[config.mk]
export PLATFORM = sky130hd
export DESIGN_NAME = conv_ctrl
export DESIGN_NICKNAME = d
export VERILOG_FILES = /design/src/core/conv_ctrl_pkg.sv /design/src/core/conv_ctrl.sv /design/src/core/conv_clk_div.sv
export VERILOG_INCLUDE_DIRS = /design/src /design/src/core
export SDC_FILE = /design/constraint.sdc
export NUM_CORES = 1
export LEC_CHECK = 0
export BUFFER_PORTS_ARGS = -buffer_cell sky130_fd_sc_hd__buf_2
export CAP_MARGIN = 20
export CORE_MARGIN = 5
export CORE_UTILIZATION = 53
export DETAILED_ROUTE_END_ITERATION = 10
export PLACE_DENSITY = 0.79
export SLEW_MARGIN = 20
export SYNTH_ARGS = -nofsm -noshare
export SYNTH_HDL_FRONTEND = slang
export SYNTH_HIERARCHICAL = 1
export SYNTH_SLANG_ARGS = --single-unit
[constraint.sdc]
create_clock -name clk -period 2.25 [get_ports clk]
set_input_delay 0.3375 -clock clk [delete_from_list [all_inputs] [get_ports clk]]
set_output_delay 0.3375 -clock clk [all_outputs]
set_load 0.005 [all_outputs]
[src/core/conv_ctrl_map.svh]
// register offsets, field positions, reset values and timing counts of the converter control
`ifndef CONV_CTRL_MAP_SVH
`define CONV_CTRL_MAP_SVH

// special-function register addresses
`define CTRL_REG_ADDR     8'hF3
`define PRESCALE_REG_ADDR 8'hF2
`define RES_HIGH_ADDR     8'hF5
`define RES_LOW_ADDR      8'hF4
`define PIN_FUNC_ADDR     8'hF6

// control register fields
`define CTRL_CH_LSB       0
`define CTRL_START_BIT    3
`define CTRL_DONE_BIT     4
`define CTRL_ENABLE_BIT   5
`define CTRL_PSEUDO_IDLE_BIT 6
`define IRQ_EN_BIT        1

// reset values
`define CTRL_RESET        8'h00
`define PRESCALE_RESET    5'h00
`define PIN_FUNC_RESET    8'h00

// timing counts and result scale limits
`define ZERO_PRESCALE_DIV 7'h40
`define CONV_PERIODS      4'hB
`define FULL_SCALE        10'h3FF
`define ZERO_SCALE        10'h000

`endif

[src/core/conv_ctrl_pkg.sv]
// types shared by the converter control files
package conv_ctrl_pkg;
    typedef logic [9:0] result_t;
    typedef logic [2:0] chan_t;
    typedef enum logic [1:0] {
        ST_IDLE   = 2'b00,
        ST_SAMPLE = 2'b01,
        ST_BITS   = 2'b10,
        ST_DONE   = 2'b11
    } conv_state_e;
endpackage

[src/core/conv_ctrl.sv]
// converter control: start, done flag, interrupt, channel, prescaler, standby, pseudo idle
`timescale 1ns/100ps
`include "conv_ctrl_map.svh"
//
// How it works
// - writing one to control bit 3 starts one conversion on selected channel
// - start bit clears itself when conversion finishes, serving as busy
// - done flag bit 4 sets with result held, stays until software clears
// - interrupt requested while done flag set and converter irq enable one
// - three-bit channel field selects analog input zero to seven binary
// - full scale 3FF at or above reference, 000 at or below ground
// - converter clock: prescale zero divides by 64, else by twice value
// - clearing enable bit puts converter in reduced-power standby
// - a conversion takes one sample period plus ten bit periods
// - precision conversion halts CPU until done; other interrupts deferred
// - start on channel not configured analog has no effect
module conv_ctrl
    import conv_ctrl_pkg::*;
#(
    parameter int DIVIDE_W = 5
) (
    input  wire logic                 clk,
    input  wire logic                 sys_rst,
    // special-function register access
    input  wire logic                 sfr_wr,
    input  wire logic [7:0]           sfr_addr,
    input  wire logic [7:0]           sfr_wdata,
    output logic      [7:0]           control_reg,
    output logic      [7:0]           result_high_reg,
    output logic      [7:0]           result_low_reg,
    output logic      [7:0]           pin_function_reg,
    output logic      [DIVIDE_W-1:0]  clock_divide_field,
    // interrupt side
    input  wire logic                 converter_irq_enable,
    input  wire logic                 other_irq_pending,
    output logic                      converter_irq,
    output logic                      cpu_halt,
    output logic                      hold_other_irq,
    // analog core side
    output logic      [2:0]           converter_input_sel,
    output logic                      converter_standby,
    output logic                      sample_hold,
    input  wire logic                 comparator_above,
    input  wire logic                 comparator_below
);
    import conv_ctrl_pkg::*;

    // ----------------------------------------------------------------
    // registers
    // ----------------------------------------------------------------
    chan_t          chan_ff;
    logic           start_busy_bit_ff;
    logic           conversion_done_flag_ff;
    logic           converter_enable_bit_ff;
    logic           pseudo_idle_bit_ff;
    logic [DIVIDE_W-1:0] divide_ff;
    logic [7:0]     pin_func_ff;
    result_t        result_ff;
    result_t        sar_ff;
    logic [3:0]     bit_cnt_ff;
    conv_state_e    state_ff;
    conv_state_e    nxt_state;
    logic           irq_ff;
    logic           halt_ff;
    logic           hold_ff;
    logic [2:0]     sel_ff;
    logic           stby_ff;
    logic           sh_ff;

    // ----------------------------------------------------------------
    // decode
    // ----------------------------------------------------------------
    wire       ctrl_wr    = sfr_wr && (sfr_addr == `CTRL_REG_ADDR);
    wire       divide_wr  = sfr_wr && (sfr_addr == `PRESCALE_REG_ADDR);
    wire       pin_wr     = sfr_wr && (sfr_addr == `PIN_FUNC_ADDR);
    wire       wr_start   = ctrl_wr && sfr_wdata[`CTRL_START_BIT];
    wire       chan_ok    = pin_func_ff[chan_ff];
    wire       start_go   = start_busy_bit_ff && state_ff == ST_IDLE
                            && converter_enable_bit_ff && chan_ok;
    wire       tick;
    wire       finish     = (state_ff == ST_DONE);
    wire [3:0] bit_idx    = bit_cnt_ff - 4'h1;
    wire       conv_run   = (state_ff == ST_SAMPLE) || (state_ff == ST_BITS);
    // saturated, or successive trial per bit
    wire       trial      = !comparator_below;
    result_t   sar_trial;
    result_t   final_res;

    always_comb begin
        sar_trial          = sar_ff;
        sar_trial[bit_idx] = trial;
    end

    assign final_res = comparator_above ? `FULL_SCALE :
                       (comparator_below && sar_ff == '0) ? `ZERO_SCALE : sar_ff;

    conv_clk_div #(
        .DIV_W (DIVIDE_W)
    ) u_div (
        .clk     (clk),
        .sys_rst (sys_rst),
        .run     (conv_run),
        .divide  (divide_ff),
        .tick    (tick)
    );

    // ----------------------------------------------------------------
    // conversion sequencer
    // ----------------------------------------------------------------
    always_comb begin
        case (state_ff)
            ST_IDLE:   nxt_state = start_go ? ST_SAMPLE : ST_IDLE;
            ST_SAMPLE: nxt_state = tick ? ST_BITS : ST_SAMPLE;
            ST_BITS:   nxt_state = (tick && bit_cnt_ff == 4'h1) ? ST_DONE : ST_BITS;
            ST_DONE:   nxt_state = ST_IDLE;
            default:   nxt_state = ST_IDLE;
        endcase
    end

    always_ff @(posedge clk) begin
        if (sys_rst) begin
            state_ff   <= ST_IDLE;
            bit_cnt_ff <= 4'h0;
            sar_ff     <= '0;
        end else begin
            state_ff <= nxt_state;
            if (state_ff == ST_SAMPLE && tick) begin
                bit_cnt_ff <= `CONV_PERIODS - 4'h1;
                sar_ff     <= '0;
            end else if (state_ff == ST_BITS && tick) begin
                bit_cnt_ff <= bit_cnt_ff - 4'h1;
                sar_ff     <= sar_trial;
            end
        end
    end

    // ----------------------------------------------------------------
    // control register and results
    // ----------------------------------------------------------------
    always_ff @(posedge clk) begin
        if (sys_rst) begin
            chan_ff                 <= 3'h0;
            start_busy_bit_ff       <= 1'b0;
            conversion_done_flag_ff <= 1'b0;
            converter_enable_bit_ff <= 1'b0;
            pseudo_idle_bit_ff      <= 1'b0;
            divide_ff               <= `PRESCALE_RESET;
            pin_func_ff             <= `PIN_FUNC_RESET;
            result_ff               <= '0;
        end else begin
            if (ctrl_wr) begin
                chan_ff                 <= sfr_wdata[`CTRL_CH_LSB +: 3];
                converter_enable_bit_ff <= sfr_wdata[`CTRL_ENABLE_BIT];
                pseudo_idle_bit_ff      <= sfr_wdata[`CTRL_PSEUDO_IDLE_BIT];
                conversion_done_flag_ff <= sfr_wdata[`CTRL_DONE_BIT];
            end
            // start ignored when pin not analog or converter off
            if (wr_start && state_ff == ST_IDLE)
                start_busy_bit_ff <= 1'b1;
            else if (start_busy_bit_ff && state_ff == ST_IDLE && !start_go)
                start_busy_bit_ff <= 1'b0;
            if (finish) begin
                start_busy_bit_ff       <= 1'b0;
                conversion_done_flag_ff <= 1'b1;
                result_ff               <= final_res;
                pseudo_idle_bit_ff      <= 1'b0;
            end
            if (divide_wr)
                divide_ff <= sfr_wdata[DIVIDE_W-1:0];
            if (pin_wr)
                pin_func_ff <= sfr_wdata;
        end
    end

    // ----------------------------------------------------------------
    // outputs
    // ----------------------------------------------------------------
    always_ff @(posedge clk) begin
        if (sys_rst) begin
            irq_ff  <= 1'b0;
            halt_ff <= 1'b0;
            hold_ff <= 1'b0;
            sel_ff  <= 3'h0;
            stby_ff <= 1'b1;
            sh_ff   <= 1'b0;
        end else begin
            irq_ff  <= conversion_done_flag_ff && converter_irq_enable;
            halt_ff <= pseudo_idle_bit_ff && start_busy_bit_ff && !finish;
            hold_ff <= pseudo_idle_bit_ff && start_busy_bit_ff && !finish
                       && other_irq_pending;
            sel_ff  <= chan_ff;
            stby_ff <= !converter_enable_bit_ff;
            sh_ff   <= (state_ff == ST_SAMPLE);
        end
    end

    assign control_reg         = {1'b0, pseudo_idle_bit_ff, converter_enable_bit_ff,
                                  conversion_done_flag_ff, start_busy_bit_ff, chan_ff};
    assign result_high_reg     = result_ff[9:2];
    assign result_low_reg      = {6'h00, result_ff[1:0]};
    assign pin_function_reg    = pin_func_ff;
    assign clock_divide_field  = divide_ff;
    assign converter_irq       = irq_ff;
    assign cpu_halt            = halt_ff;
    assign hold_other_irq      = hold_ff;
    assign converter_input_sel = sel_ff;
    assign converter_standby   = stby_ff;
    assign sample_hold         = sh_ff;

    // ----------------------------------------------------------------
    // checks
    // ----------------------------------------------------------------
    property p_start_launch;
        @(posedge clk) disable iff (sys_rst)
        start_go |=> state_ff == ST_SAMPLE;
    endproperty
    a_start_launch: assert property (p_start_launch) else $error("start not launched");

    property p_busy_clear;
        @(posedge clk) disable iff (sys_rst)
        finish && !wr_start |=> !start_busy_bit_ff;
    endproperty
    a_busy_clear: assert property (p_busy_clear) else $error("busy not cleared");

    property p_done_set;
        @(posedge clk) disable iff (sys_rst)
        finish |=> conversion_done_flag_ff;
    endproperty
    a_done_set: assert property (p_done_set) else $error("done flag not set");

    property p_irq;
        @(posedge clk) disable iff (sys_rst)
        conversion_done_flag_ff && converter_irq_enable |=> converter_irq;
    endproperty
    a_irq: assert property (p_irq) else $error("irq missing");

    property p_sel;
        @(posedge clk) disable iff (sys_rst)
        1'b1 |=> converter_input_sel == $past(chan_ff);
    endproperty
    a_sel: assert property (p_sel) else $error("channel not routed");

    property p_standby;
        @(posedge clk) disable iff (sys_rst)
        !converter_enable_bit_ff |=> converter_standby;
    endproperty
    a_standby: assert property (p_standby) else $error("standby missing");

    property p_ten_bits;
        @(posedge clk) disable iff (sys_rst)
        state_ff == ST_SAMPLE && tick |=> bit_cnt_ff == 4'hA;
    endproperty
    a_ten_bits: assert property (p_ten_bits) else $error("bit count wrong");

    property p_no_effect;
        @(posedge clk) disable iff (sys_rst)
        state_ff == ST_IDLE && start_busy_bit_ff && !chan_ok |=> state_ff == ST_IDLE;
    endproperty
    a_no_effect: assert property (p_no_effect) else $error("bad channel converted");

    property p_result_first;
        @(posedge clk) disable iff (sys_rst)
        $rose(conversion_done_flag_ff) && !$past(ctrl_wr) |-> $past(finish)
            && {result_high_reg, result_low_reg[1:0]} == $past(final_res);
    endproperty
    a_result_first: assert property (p_result_first) else $error("result late");
endmodule

[src/core/conv_clk_div.sv]
// converter clock tick generator: divide by 64 for zero, else by twice the field
`timescale 1ns/100ps
`include "conv_ctrl_map.svh"
module conv_clk_div #(
    parameter int DIV_W = 5
) (
    input  wire logic             clk,
    input  wire logic             sys_rst,
    input  wire logic             run,
    input  wire logic [DIV_W-1:0] divide,
    output logic                  tick
);
    logic [6:0] cnt_ff;
    logic       tick_ff;
    wire  [6:0] period;
    wire        wrap;

    assign period = (divide == '0) ? `ZERO_PRESCALE_DIV : {1'b0, divide, 1'b0};
    assign wrap   = (cnt_ff >= period - 7'h01);
    assign tick   = tick_ff;

    always_ff @(posedge clk) begin
        if (sys_rst || !run) begin
            cnt_ff  <= 7'h00;
            tick_ff <= 1'b0;
        end else begin
            cnt_ff  <= wrap ? 7'h00 : cnt_ff + 7'h01;
            tick_ff <= wrap;
        end
    end

    // tick spacing equals the selected period, checked only for divide one (two cycles)
    property p_tick_period;
        @(posedge clk) disable iff (sys_rst || !run)
        $rose(tick) && divide == 5'h01 && $stable(divide) |-> ##1 !tick ##1 tick;
    endproperty
    a_tick_period: assert property (p_tick_period) else $error("tick period wrong");
endmodule

==> results of run 1 <==
[worst reg2reg max path: cells and delay by family, from the launching register on]
| kind | cells | cell delay [ns] |
|---|---|---|
| compound gates | 1 | 0.51 |
| xor+xnor | 1 | 0.06 |
| simple gates | 3 | 0.26 |
| flops | 1 | 0.40 |
| buf+inv | 1 | 0.06 |
| fa+ha+maj | 2 | 0.51 |
[cell type report]
| cell class | instances | area share [%] |
|---|---|---|
| Sequential cell | 62 | 36.2 |
| Multi-Input combinational cell | 220 | 44.9 |
| Tap cell | 72 | 2.63 |
| Timing Repair Buffer | 65 | 9.85 |
| Clock buffer | 11 | 4.12 |
| Inverter | 8 | 0.876 |
| Clock inverter | 4 | 1.39 |
[cells in the mapped netlist (all sizes together) (9+ instances only)]
master,number,area (um2)
a211oi,12,95.1
a21oi,9,45.0
buf,13,91.3
clkbuf,11,41.3
dfxtp,62,1240
ha,18,225
mux2i,25,250
nand2,14,52.6
nor2,42,158
nor3,11,65.1
o211ai,9,67.6
o31ai,9,67.6
[per-stage QoR]
stage               total power [mW]  setup slack, ns  hold WS, ns
CTS                             2.14            0.317        0.210
detailed placement              1.20            0.357        0.414
finish                          2.12            0.317        0.217
global route                    2.20            0.148        0.227
global placement                1.19            0.392        0.421
floorplan                       1.17            0.507        0.391
[power groups by stage]
stage | Clock [mW] | Combinational, mW | Sequential, mW
6_report | 0.946 | 0.0721 | 1.10
5_1_grt | 1.03 | 0.0803 | 1.10
4_1_cts | 0.968 | 0.0723 | 1.10
2_1_floorplan | 0 | 0.0462 | 1.12
3_5_place_dp | 0 | 0.0721 | 1.12
3_3_place_gp | 0 | 0.0710 | 1.12
[path summary, 6_finish.rpt]
check	endpoint	slack, ns	cells past startpoint
hold reg to reg	converter_standby	0.43	1
setup reg to reg	u_div/cnt_ff[4]	0.32	8
setup / recovery	u_div/cnt_ff[4]	0.32	8
hold / removal	hold_other_irq	0.22	2
[logic make-up (layout without fill, tap and decap cells)]
group	after synthesis	in the layout	share of synthesized area, %
AOI/OAI and AO/OA	50	50	12.0
xor gates and xnor gates	9	9	2.70
adders and majority gates	18	18	7.71
buffers and inverters	32	88	5.56
DFF	62	62	42.5
muxes	25	25	8.56
other	2	8	0.257
and+or+nand+nor	110	110	20.7
[metal layers]
| layer | vias up | part of all wire (%) | wire length (um) |
|---|---|---|---|
| li1 | 1185 | - | - |
| met3 | 11 | 5.2 | 301 |
| met4 | 0 | 2.0 | 114 |
| met2 | 50 | 46 | 2700 |
| met5 | - | 0 | 0 |
| met1 | 1052 | 46 | 2690 |
[cells in the final DEF, fill, tap and decap left out, drive strengths merged, types with 6 or more instances in the layout]
cell    netlist  final
o31ai         9      9
nand2        14     14
clkbuf       11     11
nor2         42     42
nor2b         7      7
buf          13     65
nand3         8      8
a21oi         9      9
mux2i        25     25
and2          6      6
dfxtp        62     62
conb          2      8
inv           8      8
ha           18     18
nor3         11     11
o211ai        9      9
a211oi       12     12
==> qor.csv, run 1 <==
stage;metric;value;unit
logic_synthesis;yosys_warnings;6;
routing;viasPerCell;5.20;
min_path;hp-class;in2reg;
sta;tns;0;ns
critical_path;crit_path_start_kind;flip-flop;
logic_synthesis;synthFlopType;dfxtp_1;
routing;totalWireLength;5800;um
logic_synthesis;synth_cells;308;
logic_synthesis;avgSynthCellArea;9.49;um2
floorplanning;core_area;5440;um2
critical_path;slowest_stage;o211ai_1;
logic_synthesis;ys_types;42;
clock_network;cts_resized;0;
floorplanning;io_pins;68;
global_route;grt_use_met1;20.7;%
cells_and_area;drive_gt1_share;23.8;%
pwr;comb_power_share;3.4;%
logic_synthesis;ys_ff_latch;62;
cells_and_area;antenna_cells;0;
critical_path;cp_data_arrival_time;2.13;ns
critical_path;cp_max_fo;7;
cells_and_area;final_cell_area;3430;um2
routing;dr.first_iter.drc_count;74;
sta;clock_skew;0.0124;ns
global_route;busiest_layer;met2;
sta;worstMarginPinSlew;0.619;ns
global_route;grt_usage;16.8;%
clock_network;cts_sinks;62;
logic_synthesis;synth_edf_count;0;
place;dp_hpwl;4270;um
floorplanning;start_util;53.7;%
global_route;grt.overflow.total;0;
cells_and_area;regArea;1240;um2
routing;wl_per_cell;13.1;um
routing;first_pass_iters;4;
clock_network;post_cts_buffers;0;
floorplanning;rows;27;
sta;finalCritPeriodShare;85.9;%
global_route;groute.layer.met3.usage;4.02;%
clock_network;cts-root-buf;clkbuf_8;
clock_network;clock_path_buffers;2;
clock_network;cts_max_level;3;
routing;drcViolationCount;0;
routing;ant_nets;0;
clock_network;insertion_delay;0.33;ns
clock_network;cts-hold-fix-buffers;0;
critical_path;cp_cell_sequence;inv_1, ha_1, nand2_1, xor2_1, ha_1, nand2_1, o211ai_1, nor3_1;
pwr;p_per_area;617;nW/um2
pwr;p_leak;1.48;nW
clock_network;clk_pin_slew;0.07;ns
critical_path;reg2reg_from;clock_divide_field[0];
sta;setup_viol;0;
floorplanning;die_y;84.3;um
global_route;first_global_vias;2168;
critical_path;path_delay_family;adder cells;
place;port_buffers;60;
pwr;p_switching;0.461;mW
global_route;grt_util_met2;27.4;%
pwr;sw_frac_of_total;21.8;%
job;max_cap_viol_count;0;
pwr;seqPwrFrac;51.9;%
critical_path;path_class;reg2reg;
place;gp_congestion;0.784;
place;placed_cell_area;3240;um2
cells_and_area;fillers;461;
critical_path;startpoint;clock_divide_field[0];
routing;vias;2298;
cells_and_area;instances_no_fill;442;
global_route;grt_max_degree;37;
critical_path;endpoint_kind;flip-flop;
sta;fin_crit;1.93;ns
logic_synthesis;ys_async_sr_fraction;0;%
global_route;grt_pass1_wl;9700;um
cells_and_area;final_util;63.1;%
global_route;antenna_found_initial;0;
logic_synthesis;syn_area;2920;um2
sta;rsz0062_at_grt;false;
floorplanning;die_w;84.3;um
clock_network;cts_tree;built;
run_status;status;finished, final reports clean;
pwr;ir_drop;0.347;mV
sta;report.final.slew_viol_count;0;
pwr;power.share.clock;44.7;%
clock_network;cts_buffers;9;
pwr;internal_power;1.66;mW
logic_synthesis;ys_seq_area_share;42.5;%
place;numPlacedInstances;427;
sta;slew_headroom;58.5;%
min_path;min_from;other_irq_pending;
floorplanning;die_area;7100;um2
cells_and_area;finalNetCount;407;
cells_and_area;multi_input_area;1540;um2
critical_path;worstPathRequired;2.45;ns
sta;hold_viol;0;
sta;fmax;517;MHz
cells_and_area;syn2layout_area_growth;17.3;%
critical_path;path_buf_inv;1;
critical_path;cpPeakStageDelay;0.51;ns
No activity file was read; power rests on OpenSTA's default activity.
==> run 2: changes to the inputs <==
--- a/config.mk
+++ b/config.mk
@@ -9,9 +9,8 @@
 export BUFFER_PORTS_ARGS = -buffer_cell sky130_fd_sc_hd__buf_2
 export CAP_MARGIN = 20
 export CORE_MARGIN = 5
-export CORE_UTILIZATION = 53
+export CORE_UTILIZATION = 40
 export DETAILED_ROUTE_END_ITERATION = 10
-export PLACE_DENSITY = 0.79
 export SLEW_MARGIN = 20
 export SYNTH_ARGS = -nofsm -noshare
 export SYNTH_HDL_FRONTEND = slang
==> qor.csv, run 2 (synthesis results as in run 1) <==
stage;metric;value;unit
routing;dr.first_iter.drc_count;115;
sta;fmax;516;MHz
routing;totalWireLength;6020;um
critical_path;endpoint_kind;flip-flop;
place;port_buffers;60;
pwr;power.share.clock;46.0;%
routing;wl_per_cell;12.8;um
sta;fin_crit;1.94;ns
sta;tns;0;ns
pwr;sw_frac_of_total;21.8;%
cells_and_area;final_common_cell;dfxtp_1;
cells_and_area;fillers;719;
floorplanning;start_util;40.7;%
clock_network;cts_resized;0;
global_route;grt.overflow.total;0;
clock_network;clock_path_buffers;2;
sta;hold_viol;0;
sta;rsz0062_at_grt;false;
clock_network;cts_max_level;3;
pwr;p_per_area;624;nW/um2
floorplanning;die_area;9120;um2
floorplanning;core_area;7180;um2
clock_network;cts_sinks;62;
sta;hold_ws;0.201;ns
pwr;p_switching;0.473;mW
routing;first_pass_iters;4;
global_route;first_global_vias;2089;
cells_and_area;final_util;48.4;%
cells_and_area;finalNetCount;407;
cells_and_area;syn2layout_area_growth;18.9;%
routing;ant_nets;0;
floorplanning;die_y;95.5;um
pwr;internal_power;1.69;mW
job;max_cap_viol_count;0;
pwr;p_leak;1.49;nW
clock_network;cts_tree;built;
floorplanning;io_pins;68;
clock_network;insertion_delay;0.34;ns
cells_and_area;antenna_cells;0;
critical_path;cp_max_fo;7;
critical_path;worstPathRequired;2.44;ns
clock_network;post_cts_buffers;0;
global_route;grt_usage;13.9;%
routing;vias;2287;
place;numPlacedInstances;454;
sta;slew_headroom;55.1;%
routing;viasPerCell;4.87;
clock_network;clk_pin_slew;0.07;ns
place;gp_congestion;0.762;
cells_and_area;layout_common_cells;dfxtp_1 (62), buf_2 (60), nor2_1 (42), mux2i_1 (25), ha_1 (18);
cells_and_area;instances_no_fill;470;
clock_network;cts_buffers;9;
pwr;comb_power_share;3.4;%
critical_path;crit_path_start_kind;flip-flop;
place;dp_hpwl;4460;um
sta;finalCritPeriodShare;86.1;%
critical_path;path_class;reg2reg;
clock_network;cts-root-buf;clkbuf_8;
pwr;ir_drop;0.256;mV
sta;setup_viol;0;
global_route;grt_pass1_wl;9940;um
run_status;status;finished, final reports clean;
sta;worstMarginPinSlew;0.673;ns
floorplanning;die_w;95.5;um
global_route;grt_max_degree;39;
min_path;hp-class;in2reg;
cells_and_area;drive_gt1_share;23.7;%
pwr;seqPwrFrac;50.7;%
routing;drcViolationCount;0;
sta;report.final.slew_viol_count;0;
critical_path;cp_data_arrival_time;2.13;ns
sta;clock_skew;0.0104;ns
global_route;antenna_found_initial;0;
floorplanning;rows;31;
clock_network;cts-hold-fix-buffers;0;
-- run 2: changes by cell type in the layout (fill, tap and decap cells not counted), sizes merged --
cell,before,now
clkinv,2,1
clkbuf,11,13
-- run 2: through the flow --
stage / worst slack [ns] / area [um2] / total power [mW]
2_1_floorplan: 0.507 / 2950 / 1.17
3_3_place_gp: 0.374 / 3270 / 1.20
3_5_place_dp: 0.316 / 3270 / 1.20
4_1_cts: 0.308 / 3480 / 2.20
5_1_grt: 0.118 / 3480 / 2.25
6_report: 0.312 / 3480 / 2.17
-- run 2: layout make-up --
type | instances | area [um2] | area share (%)
Clock buffer | 13 | 159 | 4.57
Inverter | 8 | 30.0 | 0.864
Multi-Input combinational cell | 220 | 1540 | 44.3
Sequential cell | 62 | 1240 | 35.7
Tap cell | 99 | 124 | 3.56
Timing Repair Buffer | 65 | 338 | 9.72
Clock inverter | 3 | 42.5 | 1.22
-- run 2: worst max-delay path, stage by stage, from the launching register on --
cell      delay (ns)
dfxtp_1         0.40
inv_1           0.06
ha_1            0.22
nand2_1         0.08
xor2_1          0.06
ha_1            0.29
nand2_1         0.06
o211ai_1        0.53
nor3_1          0.10
-- run 2: layer usage --
metal	share of wire [%]	track usage [%]	wire length, um
met5	0	0	0
met3	6.3	4.74	378
met1	47	18.5	2850
met4	1.4	4.86	85
met2	45	20.8	2710
-- run 2: final timing paths --
kind	startpoint	endpoint	slack, ns	cells after the start
max reg2reg	clock_divide_field[0]	u_div/cnt_ff[2]	0.31	8
min	other_irq_pending	hold_other_irq	0.20	2
max	clock_divide_field[0]	u_div/cnt_ff[2]	0.31	8
min reg2reg	converter_enable_bit_ff	converter_standby	0.45	1
-- run 2: power by group through the flow --
stage	sequential [mW]	clock, mW	combinational (mW)
after global placement	1.12	0	0.0727
after CTS	1.10	1.03	0.0732
after detailed placement	1.12	0	0.0729
final	1.10	0.997	0.0727
after floorplan	1.12	0	0.0462
after global routing	1.10	1.07	0.0818
